## src/wlsm_pkg.sv

```systemverilog
/*
 * shared constants and types for the weld limit stop monitor: register
 * offsets, field positions, reset values, error codes, modes and states.
 * assumes a 32-bit apb register bus with byte addresses.
 */
`default_nettype none

package wlsm_pkg;

    // ------------------------------------------------------------------
    // register map (byte offsets)
    // ------------------------------------------------------------------
    localparam int ADDR_W = 8;
    localparam logic [7:0] OFF_CTRL = 8'h00;   // mode and run threshold
    localparam logic [7:0] OFF_CUR_LIM = 8'h04;   // current lower / upper limit
    localparam logic [7:0] OFF_ANG_LIM = 8'h08;   // angle lower / upper limit
    localparam logic [7:0] OFF_STATUS = 8'h0c;   // live state, read only
    localparam logic [7:0] OFF_ACK = 8'h10;   // halt acknowledge, write only
    localparam logic [7:0] OFF_IRQ_STAT = 8'h14;   // sticky events, read only
    localparam logic [7:0] OFF_IRQ_CLR = 8'h18;   // write one to clear
    localparam logic [7:0] OFF_IRQ_EN = 8'h1c;   // interrupt enables
    localparam logic [7:0] OFF_LAST_CODE = 8'h20;   // code of last weld

    // ------------------------------------------------------------------
    // field positions
    // ------------------------------------------------------------------
    localparam int CTRL_MODE_LSB = 0;
    localparam int CTRL_THR_LSB = 4;
    localparam int LIM_LO_LSB = 0;
    localparam int CUR_HI_LSB = 16;
    localparam int ANG_HI_LSB = 8;
    localparam int STAT_HALT_BIT = 0;
    localparam int STAT_WAIT_BIT = 1;
    localparam int STAT_RUN_LSB = 4;
    localparam int STAT_CODE_LSB = 16;
    localparam int ACK_BIT = 0;
    localparam int IRQ_BAD_BIT = 0;
    localparam int IRQ_HALT_BIT = 1;
    localparam int IRQ_REFUSE_BIT = 2;
    localparam int IRQ_W = 3;

    // ------------------------------------------------------------------
    // reset values
    // ------------------------------------------------------------------
    localparam logic [31:0] CTRL_RST = 32'h0000_0000;
    localparam logic [15:0] CUR_LO_RST = 16'h0000;
    localparam logic [15:0] CUR_HI_RST = 16'hffff;
    localparam logic [7:0] ANG_LO_RST = 8'h00;
    localparam logic [7:0] ANG_HI_RST = 8'hff;

    // ------------------------------------------------------------------
    // error codes, zero means none
    // ------------------------------------------------------------------
    localparam logic [15:0] CODE_NONE = 16'h0000;
    localparam logic [15:0] CODE_LOW_CURRENT = 16'h0106;
    localparam logic [15:0] CODE_HIGH_CURRENT = 16'h0107;
    localparam logic [15:0] CODE_LOW_ANGLE = 16'h0108;
    localparam logic [15:0] CODE_HIGH_ANGLE = 16'h0109;

    // limit check mode of the active program
    typedef enum logic [1:0] {
        MODE_NONE = 2'h0,
        MODE_CURRENT_CHECK = 2'h1,
        MODE_ANGLE_CHECK = 2'h2,
        MODE_COMBINED = 2'h3
    } wlsm_mode_t;

    // cycle gate states, one-hot
    typedef enum logic [2:0] {
        ST_WAIT_RELEASE = 3'b001,
        ST_READY = 3'b010,
        ST_HALTED = 3'b100
    } wlsm_state_t;

    // one finished weld's measurements
    typedef struct packed {
        logic [15:0] current;
        logic [7:0] angle;
    } wlsm_meas_t;

endpackage : wlsm_pkg

`default_nettype wire

```

## src/wlsm_monitor.sv

```systemverilog
/*
 * weld limit stop monitor: classifies each weld finished in the ready state against the
 * programmed limits, counts unbroken runs of bad welds, halts the welder
 * with an error code at the threshold and gates the cycle-start line.
 * assumes one clock pclk, apb register access, and weld_done pulses of
 * one cycle with the measurement valid in the same cycle.
 */
`default_nettype none

module wlsm_monitor #(
    parameter int THR_W = 4
) (
    input wire logic pclk,
    input wire logic presetn,
    input wire logic psel,
    input wire logic penable,
    input wire logic pwrite,
    input wire logic [wlsm_pkg::ADDR_W-1:0] paddr,
    input wire logic [31:0] pwdata,
    output logic [31:0] prdata,
    output logic pready,
    output logic pslverr,
    input wire logic weld_done,
    input wire wlsm_pkg::wlsm_meas_t weld_meas,
    input wire logic cycle_start,
    output logic cycle_go,
    output logic halt,
    output logic [15:0] error_code,
    output logic irq
);
    import wlsm_pkg::*;

    // ------------------------------------------------------------------
    // elaboration checks
    // ------------------------------------------------------------------
    if (THR_W < 1 || THR_W > 4) begin : g_thr_check
        $error("THR_W must lie between 1 and 4");
    end

    // ------------------------------------------------------------------
    // registers
    // ------------------------------------------------------------------
    wlsm_mode_t mode_q;                 // limit check mode
    logic [THR_W-1:0] thr_q;            // run length that halts
    logic [15:0] current_lower_limit_q;
    logic [15:0] current_upper_limit_q;
    logic [7:0] angle_lower_limit_q;
    logic [7:0] angle_upper_limit_q;
    wlsm_state_t state_q, state_d;      // cycle gate
    logic [THR_W-1:0] run_q, run_d;     // consecutive bad welds
    logic [15:0] last_code_q;           // code of most recent weld
    logic [15:0] halt_code_q;           // code frozen at halt
    logic [IRQ_W-1:0] irq_stat_q;       // sticky events
    logic [IRQ_W-1:0] irq_en_q;         // event enables
    logic [31:0] prdata_q;              // read data captured in setup

    // ------------------------------------------------------------------
    // apb decode
    // ------------------------------------------------------------------
    wire setup_ph = psel & ~penable;
    wire access_ph = psel & penable;
    wire wr_en = access_ph & pwrite;
    wire hit_ctrl = (paddr == OFF_CTRL);
    wire hit_cur = (paddr == OFF_CUR_LIM);
    wire hit_ang = (paddr == OFF_ANG_LIM);
    wire hit_stat = (paddr == OFF_STATUS);
    wire hit_ack = (paddr == OFF_ACK);
    wire hit_istat = (paddr == OFF_IRQ_STAT);
    wire hit_iclr = (paddr == OFF_IRQ_CLR);
    wire hit_ien = (paddr == OFF_IRQ_EN);
    wire hit_last = (paddr == OFF_LAST_CODE);
    wire addr_ok = hit_ctrl | hit_cur | hit_ang | hit_stat | hit_ack
                 | hit_istat | hit_iclr | hit_ien | hit_last;
    wire ack_wr = wr_en & hit_ack & pwdata[ACK_BIT];
    wire [IRQ_W-1:0] iclr = (wr_en & hit_iclr) ? pwdata[IRQ_W-1:0] : '0;

    // single-cycle access: setup captures data, access completes
    assign pready = 1'b1;
    assign pslverr = access_ph & ~addr_ok;
    assign prdata = prdata_q;

    // ------------------------------------------------------------------
    // read mux
    // ------------------------------------------------------------------
    wire [31:0] rd_ctrl = {24'h000000, 4'(thr_q), 2'h0, mode_q};
    wire [31:0] rd_cur = {current_upper_limit_q, current_lower_limit_q};
    wire [31:0] rd_ang = {16'h0000, angle_upper_limit_q, angle_lower_limit_q};
    wire [31:0] rd_stat = {error_code, 8'h00, 4'(run_q), 2'h0,
                           (state_q == ST_WAIT_RELEASE), halt};
    wire [31:0] rd_istat = {29'h00000000, irq_stat_q};
    wire [31:0] rd_ien = {29'h00000000, irq_en_q};
    wire [31:0] rd_last = {16'h0000, last_code_q};
    wire [31:0] rd_mux = hit_ctrl ? rd_ctrl :
                         hit_cur ? rd_cur :
                         hit_ang ? rd_ang :
                         hit_stat ? rd_stat :
                         hit_istat ? rd_istat :
                         hit_ien ? rd_ien :
                         hit_last ? rd_last : 32'h0000_0000;

    // ------------------------------------------------------------------
    // limit classification of the finished weld
    // ------------------------------------------------------------------
    wire cur_en = (mode_q == MODE_CURRENT_CHECK) | (mode_q == MODE_COMBINED);
    wire ang_en = (mode_q == MODE_ANGLE_CHECK) | (mode_q == MODE_COMBINED);
    wire cur_low = cur_en & (weld_meas.current < current_lower_limit_q);
    wire cur_high = cur_en & (weld_meas.current > current_upper_limit_q);
    wire ang_low = ang_en & (weld_meas.angle < angle_lower_limit_q);
    wire ang_high = ang_en & (weld_meas.angle > angle_upper_limit_q);
    wire weld_bad = cur_low | cur_high | ang_low | ang_high;
    // current faults named first when both kinds occur
    wire [15:0] weld_code = cur_low ? CODE_LOW_CURRENT :
                            cur_high ? CODE_HIGH_CURRENT :
                            ang_low ? CODE_LOW_ANGLE :
                            ang_high ? CODE_HIGH_ANGLE : CODE_NONE;
    wire weld_eval = weld_done & (state_q == ST_READY);
    wire [THR_W-1:0] run_inc = (run_q == {THR_W{1'b1}}) ? run_q
                              : run_q + THR_W'(1);
    wire halt_hit = weld_eval & weld_bad & (thr_q != '0) & (run_inc >= thr_q);

    // ------------------------------------------------------------------
    // run counter next value
    // ------------------------------------------------------------------
    always_comb begin
        run_d = run_q;
        if (ack_wr) begin
            run_d = '0;
        end else if (weld_eval) begin
            run_d = weld_bad ? run_inc : '0;
        end
    end

    // ------------------------------------------------------------------
    // cycle gate state machine
    // ------------------------------------------------------------------
    always_comb begin
        state_d = state_q;
        case (state_q)
            ST_WAIT_RELEASE: begin
                if (!cycle_start) begin
                    state_d = ST_READY;
                end
            end
            ST_READY: begin
                if (halt_hit) begin
                    state_d = ST_HALTED;
                end
            end
            // ack restarts, demanding a fresh press
            ST_HALTED: begin
                if (ack_wr) begin
                    state_d = ST_WAIT_RELEASE;
                end
            end
            default: begin
                state_d = ST_WAIT_RELEASE;
            end
        endcase
    end

    assign cycle_go = (state_q == ST_READY) & cycle_start & ~halt_hit;
    assign halt = (state_q == ST_HALTED);
    assign error_code = halt ? halt_code_q : CODE_NONE;

    // ------------------------------------------------------------------
    // interrupt events, set wins over clear
    // ------------------------------------------------------------------
    logic [IRQ_W-1:0] ev;
    always_comb begin
        ev = '0;
        ev[IRQ_BAD_BIT] = weld_eval & weld_bad;
        ev[IRQ_HALT_BIT] = halt_hit;
        ev[IRQ_REFUSE_BIT] = (state_q == ST_WAIT_RELEASE) & cycle_start;
    end
    assign irq = |(irq_stat_q & irq_en_q);

    // ------------------------------------------------------------------
    // configuration registers
    // ------------------------------------------------------------------
    always_ff @(posedge pclk or negedge presetn) begin
        if (!presetn) begin
            mode_q <= MODE_NONE;
            thr_q <= THR_W'(CTRL_RST);
            current_lower_limit_q <= CUR_LO_RST;
            current_upper_limit_q <= CUR_HI_RST;
            angle_lower_limit_q <= ANG_LO_RST;
            angle_upper_limit_q <= ANG_HI_RST;
            irq_en_q <= '0;
        end else if (wr_en) begin
            if (hit_ctrl) begin
                mode_q <= wlsm_mode_t'(pwdata[CTRL_MODE_LSB +: 2]);
                thr_q <= pwdata[CTRL_THR_LSB +: THR_W];
            end
            if (hit_cur) begin
                current_lower_limit_q <= pwdata[LIM_LO_LSB +: 16];
                current_upper_limit_q <= pwdata[CUR_HI_LSB +: 16];
            end
            if (hit_ang) begin
                angle_lower_limit_q <= pwdata[LIM_LO_LSB +: 8];
                angle_upper_limit_q <= pwdata[ANG_HI_LSB +: 8];
            end
            if (hit_ien) begin
                irq_en_q <= pwdata[IRQ_W-1:0];
            end
        end
    end

    // ------------------------------------------------------------------
    // monitor state registers
    // ------------------------------------------------------------------
    always_ff @(posedge pclk or negedge presetn) begin
        if (!presetn) begin
            state_q <= ST_WAIT_RELEASE;
            run_q <= '0;
            last_code_q <= CODE_NONE;
            halt_code_q <= CODE_NONE;
            irq_stat_q <= '0;
            prdata_q <= 32'h0000_0000;
        end else begin
            state_q <= state_d;
            run_q <= run_d;
            irq_stat_q <= (irq_stat_q & ~iclr) | ev;
            if (weld_eval) begin
                last_code_q <= weld_code;
            end
            if (halt_hit) begin
                halt_code_q <= weld_code;
            end
            if (setup_ph & ~pwrite) begin
                prdata_q <= rd_mux;
            end
        end
    end
endmodule : wlsm_monitor

`default_nettype wire

```

## config.mk

```make
export PLATFORM = sky130hd
export DESIGN_NAME = wlsm_monitor
export DESIGN_NICKNAME = d
export VERILOG_FILES = /design/src/wlsm_pkg.sv /design/src/wlsm_monitor.sv
export SDC_FILE = /design/constraint.sdc
export NUM_CORES = 1
export LEC_CHECK = 0
export CAP_MARGIN = 40
export CORE_ASPECT_RATIO = 0.6
export CORE_MARGIN = 2
export CORE_UTILIZATION = 58
export DETAILED_ROUTE_END_ITERATION = 6
export DONT_BUFFER_PORTS = 1
export GPL_ROUTABILITY_DRIVEN = 0
export HOLD_SLACK_MARGIN = 0.06
export PLACE_DENSITY = 0.78
export RECOVER_POWER = 50
export SYNTH_ARGS = -nofsm -noshare
export SYNTH_HDL_FRONTEND = slang
export SYNTH_SLANG_ARGS = --single-unit
```

## constraint.sdc

```tcl
create_clock -name pclk -period 2.9 [get_ports pclk]
set_clock_uncertainty 0.1 [all_clocks]
set_input_delay 0.145 -clock pclk [delete_from_list [all_inputs] [get_ports pclk]]
set_output_delay 0.145 -clock pclk [all_outputs]
set_load 0.03 [all_outputs]
```

Yosys cells after proc, flatten, opt, wreduce, memory -nomap -nowiden

Index checks and enable logic that the tools add are counted.

Register bits after elaboration: 131
Bits in latches: 0
Memory bits (writable): 0
Memory bits (read-only): 0
Output and inout port bits: 53
Logic and storage cells: 107
Memories kept: 0

Add/subtract/negate cells: 1
Multipliers: 0
Div/mod/pow operators: 0
$lt $le $gt $ge: 5
Eq/ne operators: 18
Shift-type cells: 0
Mux-type cells: 21
Bitwise gates (word level): 40
Reduce and logical (&&, ||, !) cells: 9

Operator list:

| operator                                                        | count |
|---|---|
| 32-bit 2-to-1 mux                                               | 4 |
| 16-bit 2-to-1 mux                                               | 4 |
| 9-bit 2-to-1 mux                                                | 4 |
| 8-bit by 5-bit == test with 1-bit output, second input constant | 4 |
| 1-bit bitwise AND                                               | 19 |
| 8-bit by 4-bit == test with 1-bit output, second input constant | 2 |
| 16-bit > comparator                                             | 1 |
| 16-bit less-than comparator                                     | 1 |
| 4-bit 2-to-1 mux                                                | 4 |
| 1-bit OR                                                        | 13 |
| 3-bit 2-to-1 mux                                                | 4 |
| 3-bit case mux with 3 select lines                              | 1 |
| 8-bit by 3-bit == test with 1-bit output, second input constant | 1 |
| 8-bit by 6-bit == test with 1-bit output, second input constant | 1 |
| 8-bit > comparator                                              | 1 |
| 8-bit logical NOT                                               | 1 |
| 8-bit less-than comparator                                      | 1 |
| 2-bit AND reduction                                             | 4 |
| 3-bit bitwise AND                                               | 2 |
| 4-bit by 1-bit adder with 4-bit output, second input constant   | 1 |
| 2-bit == test, second input constant                            | 2 |
| 4-bit == test, second input constant                            | 1 |
| 4-bit greater-or-equal comparator                               | 1 |
| 2-bit inequality test, second input constant                    | 2 |
| other kinds (12)                                                | 15 |

Logic depth before layout (Yosys ltp)

Depth after elaboration: 11
Depth in mapped cells: 11
Mapped depth without buffers: 10

Worst setup path before layout

No wires, ideal clock.

Kind: register -> output
Start point: register run_q[0]
End point: output port cycle_go
Arrival: 2.490 ns
Data required time: 2.655 ns
Path slack: 0.165 ns
Stages on the path, launching flop included: 10
Cell sequence: dfrtp_1 > ha_1 > nand3_1 > mux2_2 > ha_1 > a21oi_1 > nor2b_1 > o31ai_1 > clkbuf_1 > o21a_1

Cells in the longest elaborated chain, start to end: 6
Elaborated cells between the ends (all ways): 7
Those cells by class: 1 x add/sub; 1 x order compare; 1 x eq/ne; 1 x mux; 3 x bitwise

Ends and longest elaborated chain:

| element                                                                        | line                                     | RTL |
|---|---|---|
| from (decl)                                                                    | wlsm_monitor.sv:50                       | `logic [THR_W-1:0] run_q, run_d;` |
| from (signal assigned)                                                         | wlsm_monitor.sv:221                      | `run_q <= run_d;` |
| 4-bit by 1-bit adder with 4-bit output / 4-bit == test (equally long branches) | wlsm_monitor.sv:118, wlsm_monitor.sv:117 |  |
| 4-bit 2-to-1 mux (*)                                                           | wlsm_monitor.sv:117                      | `wire [THR_W-1:0] run_inc = (run_q == {THR_W{1'b1}}) ? run_q` |
| 4-bit greater-or-equal comparator (*)                                          | wlsm_monitor.sv:119                      | `wire halt_hit = weld_eval & weld_bad & (thr_q != '0) & (run_inc >= thr_q);` |
| 1-bit bitwise AND (*)                                                          | wlsm_monitor.sv:119                      |  |
| 1-bit inverter (*)                                                             | wlsm_monitor.sv:161                      | `assign cycle_go = (state_q == ST_READY) & cycle_start & ~halt_hit;` |
| 1-bit bitwise AND (*)                                                          | wlsm_monitor.sv:161                      |  |
| to (decl)                                                                      | wlsm_monitor.sv:26                       | `output logic cycle_go,` |

Mark *: on every way between the ends. The rest lies on a longest branch, timed or not.

Final worst setup path

Start point: register current_upper_limit_q[14]
End point: output port cycle_go

Cells in the longest elaborated chain, start to end: 10

Ends and longest elaborated chain:

| element                        | line                | RTL |
|---|---|---|
| from (decl)                    | wlsm_monitor.sv:46  | `logic [15:0] current_upper_limit_q;` |
| from (signal assigned)         | wlsm_monitor.sv:196 | `current_upper_limit_q <= pwdata[CUR_HI_LSB +: 16];` |
| 16-bit > comparator            | wlsm_monitor.sv:107 | `wire cur_high = cur_en & (weld_meas.current > current_upper_limit_q);` |
| 1-bit bitwise AND              | wlsm_monitor.sv:107 |  |
| 1-bit OR (3 in a row)          | wlsm_monitor.sv:110 | `wire weld_bad = cur_low \| cur_high \| ang_low \| ang_high;` |
| 1-bit bitwise AND (3 in a row) | wlsm_monitor.sv:119 |  |
| 1-bit inverter                 | wlsm_monitor.sv:161 |  |
| 1-bit bitwise AND              | wlsm_monitor.sv:161 |  |

Every way passes these cells.

==> flow_summary.json <==
{
  "synth_cells": 598,
  "synth_top_area_frac": 0.340,
  "htreeDepth": 3,
  "clock-sinks": 107,
  "die_w_um": 136,
  "r2r_setup_slack_ps": 190,
  "outcome": "complete, but fails checks",
  "stdcell_area_um2": 7060,
  "yosys-top-cells-area": "dfrtp_1 (34%), dfstp_2 (11%), ha_1 (11%), mux2_2 (8.2%), nand2_1 (3.9%)",
  "start_util": 0.604,
  "vias": 4900,
  "wirelength_um": 16900,
  "finalCriticalPeriod_ps": 2900,
  "cp_max_fo": 3,
  "worstMarginPinSlew_ps": 2230,
  "power_frac_seq": 0.501,
  "pwr-share-clk": 0.358,
  "critPathCaptureType": "primary output",
  "fillers": 691,
  "maxSlewViolCount": 51,
  "grt_max_degree": 108,
  "syn2layout_area_growth_pct": 17.2,
  "muxShareOfSynthArea": 0.0839,
  "grt.total_usage": 0.296,
  "cellInternalPower_mw": 2.38,
  "route.detailed.drc": 1,
  "ys_top_cells_by_count": "dfrtp_1 (82), nand2_1 (62), inv_1 (55)",
  "synth.most_common_cell": "dfrtp_1",
  "boundaryPins": 124,
  "post_drt_wl_per_cell_um": 21.6,
  "ys_warn_count": 0,
  "holdWs_ps": 75.5,
  "dpl-instance-area_um2": 6130,
  "yosys.area_share.simple": 0.139,
  "synth_seq_area_share": 0.449,
  "ir_drop_mv": 0.326,
  "rsz0062_at_grt": "true",
  "synth_edf_count": 0,
  "cts_tree": "built",
  "ys_ff_latch": 107,
  "cts_root_buffer": "clkbuf_16",
  "rr_worst_depth": 11,
  "first_iter_violations": 504,
  "drtAntennaViolNets": 0,
  "p_comb_frac": 0.141,
  "hold_start": "paddr[0]",
  "dp_hpwl_um": 11800,
  "path_class": "register to primary output",
  "power_density_nw_per_um2": 466,
  "synth_top_family_by_area": "compound AO/OA/AOI/OAI gates",
  "fmax_mhz": 345,
  "ys_types": 54,
  "die_area_um2": 11300,
  "antenna_cells": 0,
  "worstHoldEndpoint": "irq_stat_q[0]",
  "io_buffers": 0,
  "fin_nets": 765,
  "clockBufferDepth": 2,
  "fin_crit_sh": 0.999,
  "yosysTopAreaCell": "dfrtp_1",
  "die_h_um": 83.0,
  "viasPerCell": 6.26,
  "antenna_found_initial": 0,
  "maxCapViolations": 1,
  "grt_overflow_total": 0,
  "violations": "DRC, capacitance limit, slew limit",
  "maxSlewHeadroom": -0.489,
  "ys.flop_type": "dfrtp_1",
  "setup_violations": 0,
  "drive_gt1_frac": 0.233,
  "min_path_type": "input port to register",
  "grt_pass1_wl_um": 25400,
  "synth_compound_area_frac": 0.148,
  "crit_arrival_ps": 2650,
  "coreArea_um2": 9980,
  "core.rowCount": 28,
  "hold_depth": 4,
  "worst_ep_required_time_ps": 2650,
  "first_global_vias": 4653,
  "power.share.switching": 0.277,
  "clkTransAtPathRegs_ps": 70,
  "r2r-end": "halt_code_q[0]",
  "first_pass_iters": 7,
  "synthXorXnorAreaFrac": 0.00145,
  "hold_viol": 0,
  "cts_buffers": 9,
  "power_switching_mw": 0.909,
  "syn_avg_cell_area_um2": 10.1,
  "start_kind": "register",
  "r2r-start": "run_q[1]",
  "leakagePower_nw": 3.10,
  "async_reset_ff_frac": 1.00,
  "clkLatencyLatePin_ps": 360,
  "syn_area_um2": 6030,
  "synthAdderAreaFrac": 0.106
}
## cells in the final DEF (no fill, tap or decap), drive strengths merged, types with 7 or more instances in the layout
cell	Yosys	routed
mux2	44	44
dlygate4sd3	0	36
a21oi	21	21
nand2	62	62
a31oi	7	7
nand4	8	8
a221o	8	8
and2	7	7
o21ai	36	36
a222oi	8	8
conb	2	12
nor2	24	24
o31ai	12	12
nand3	18	18
inv	55	57
nor3	15	15
dfstp	25	25
clkbuf	17	13
ha	51	51
buf	23	26
dfrtp	82	82
## metal layers
metal	vias up	wire length, µm	track usage
li1	2210	-	-
met1	2383	6890	0.410
met2	273	7600	0.437
met3	34	2130	0.111
met4	0	322	0.0795
met5	-	0	0
## cell families after synthesis
family | count (synthesis)
other | 2
buffers and inverters | 95
xor gates and xnor gates | 1
adders and majority gates | 51
AOI/OAI and AO/OA | 129
muxes | 45
and+or+nand+nor | 168
DFF | 107
## power groups by stage
stage / logic, mW / clock network, mW / registers, mW
6_report: 0.464 / 1.18 / 1.65
3_5_place_dp: 0.316 / 0 / 1.68
3_3_place_gp: 0.294 / 0 / 1.67
5_1_grt: 0.513 / 1.25 / 1.66
2_1_floorplan: 0.259 / 0 / 1.66
4_1_cts: 0.431 / 1.18 / 1.64
## layout make-up
| cell class | instances | area [µm²] | share of cell area |
|---|---|---|---|
| clock buffers | 11 | 243 | 0.0344 |
| clock inverters | 5 | 35.0 | 0.00496 |
| inverters | 55 | 206 | 0.0292 |
| multi-input cells | 406 | 3130 | 0.443 |
| flip-flops and latches | 107 | 2710 | 0.384 |
| well taps | 135 | 169 | 0.0239 |
| repair buffers | 64 | 568 | 0.0804 |
## state kept, by name, indices dropped and copies added, names as in the netlist, 4 cells and up
signal / cells
current_lower_limit_q: 16
run_q: 4
angle_upper_limit_q: 8
halt_code_q: 4
current_upper_limit_q: 16
thr_q: 4
prdata: 32
last_code_q: 4
angle_lower_limit_q: 8
## per-stage QoR
| stage | utilization | cells | total power, mW | setup TNS [ps] | setup slack [ps] |
|---|---|---|---|---|---|
| 2_1_floorplan | - | 608 | 1.92 | 0 | 165 |
| 3_3_place_gp | 0.614 | 717 | 1.97 | 0 | 234 |
| 3_5_place_dp | 0.614 | 718 | 1.99 | 0 | 114 |
| 4_1_cts | 0.688 | 775 | 3.25 | 0 | 0.281 |
| 5_1_grt | 0.707 | 783 | 3.41 | -105 | -105 |
| 6_report | 0.707 | 783 | 3.29 | 0 | 2.05 |
## worst max path at each step
| stage | start | slack (ps) | endpoint |
|---|---|---|---|
| 2_1_floorplan | run_q[0] | 170 | cycle_go |
| 3_3_place_gp | run_q[0] | 230 | cycle_go |
| 3_5_place_dp | run_q[0] | 110 | halt_code_q[0] |
| 4_1_cts | current_upper_limit_q[5] | 0.3 | cycle_go |
| 5_1_grt | current_upper_limit_q[14] | -110 | cycle_go |
| 6_report | current_upper_limit_q[14] | 2 | cycle_go |
## worst max-delay path, stage by stage (launching register included)
cell and delay (ps):
dfstp_2 550, inv_2 60, ha_4 220, a21oi_1 150, nand2_1 80, a221o_1 370
o311a_4 370, and3b_1 230, o21a_1 130, buf_6 130
## what timing repair did
action | in CTS | in global routing
hold endpoints to repair | 169 | 0
gates cloned | 0 | 0
setup buffers | 4 | 8
setup endpoints to repair | 1 | 2
pin swaps | 4 | 11
hold buffers | 37 | 0
gates resized for setup | 11 | 27
(Power assumes the default switching activity.)
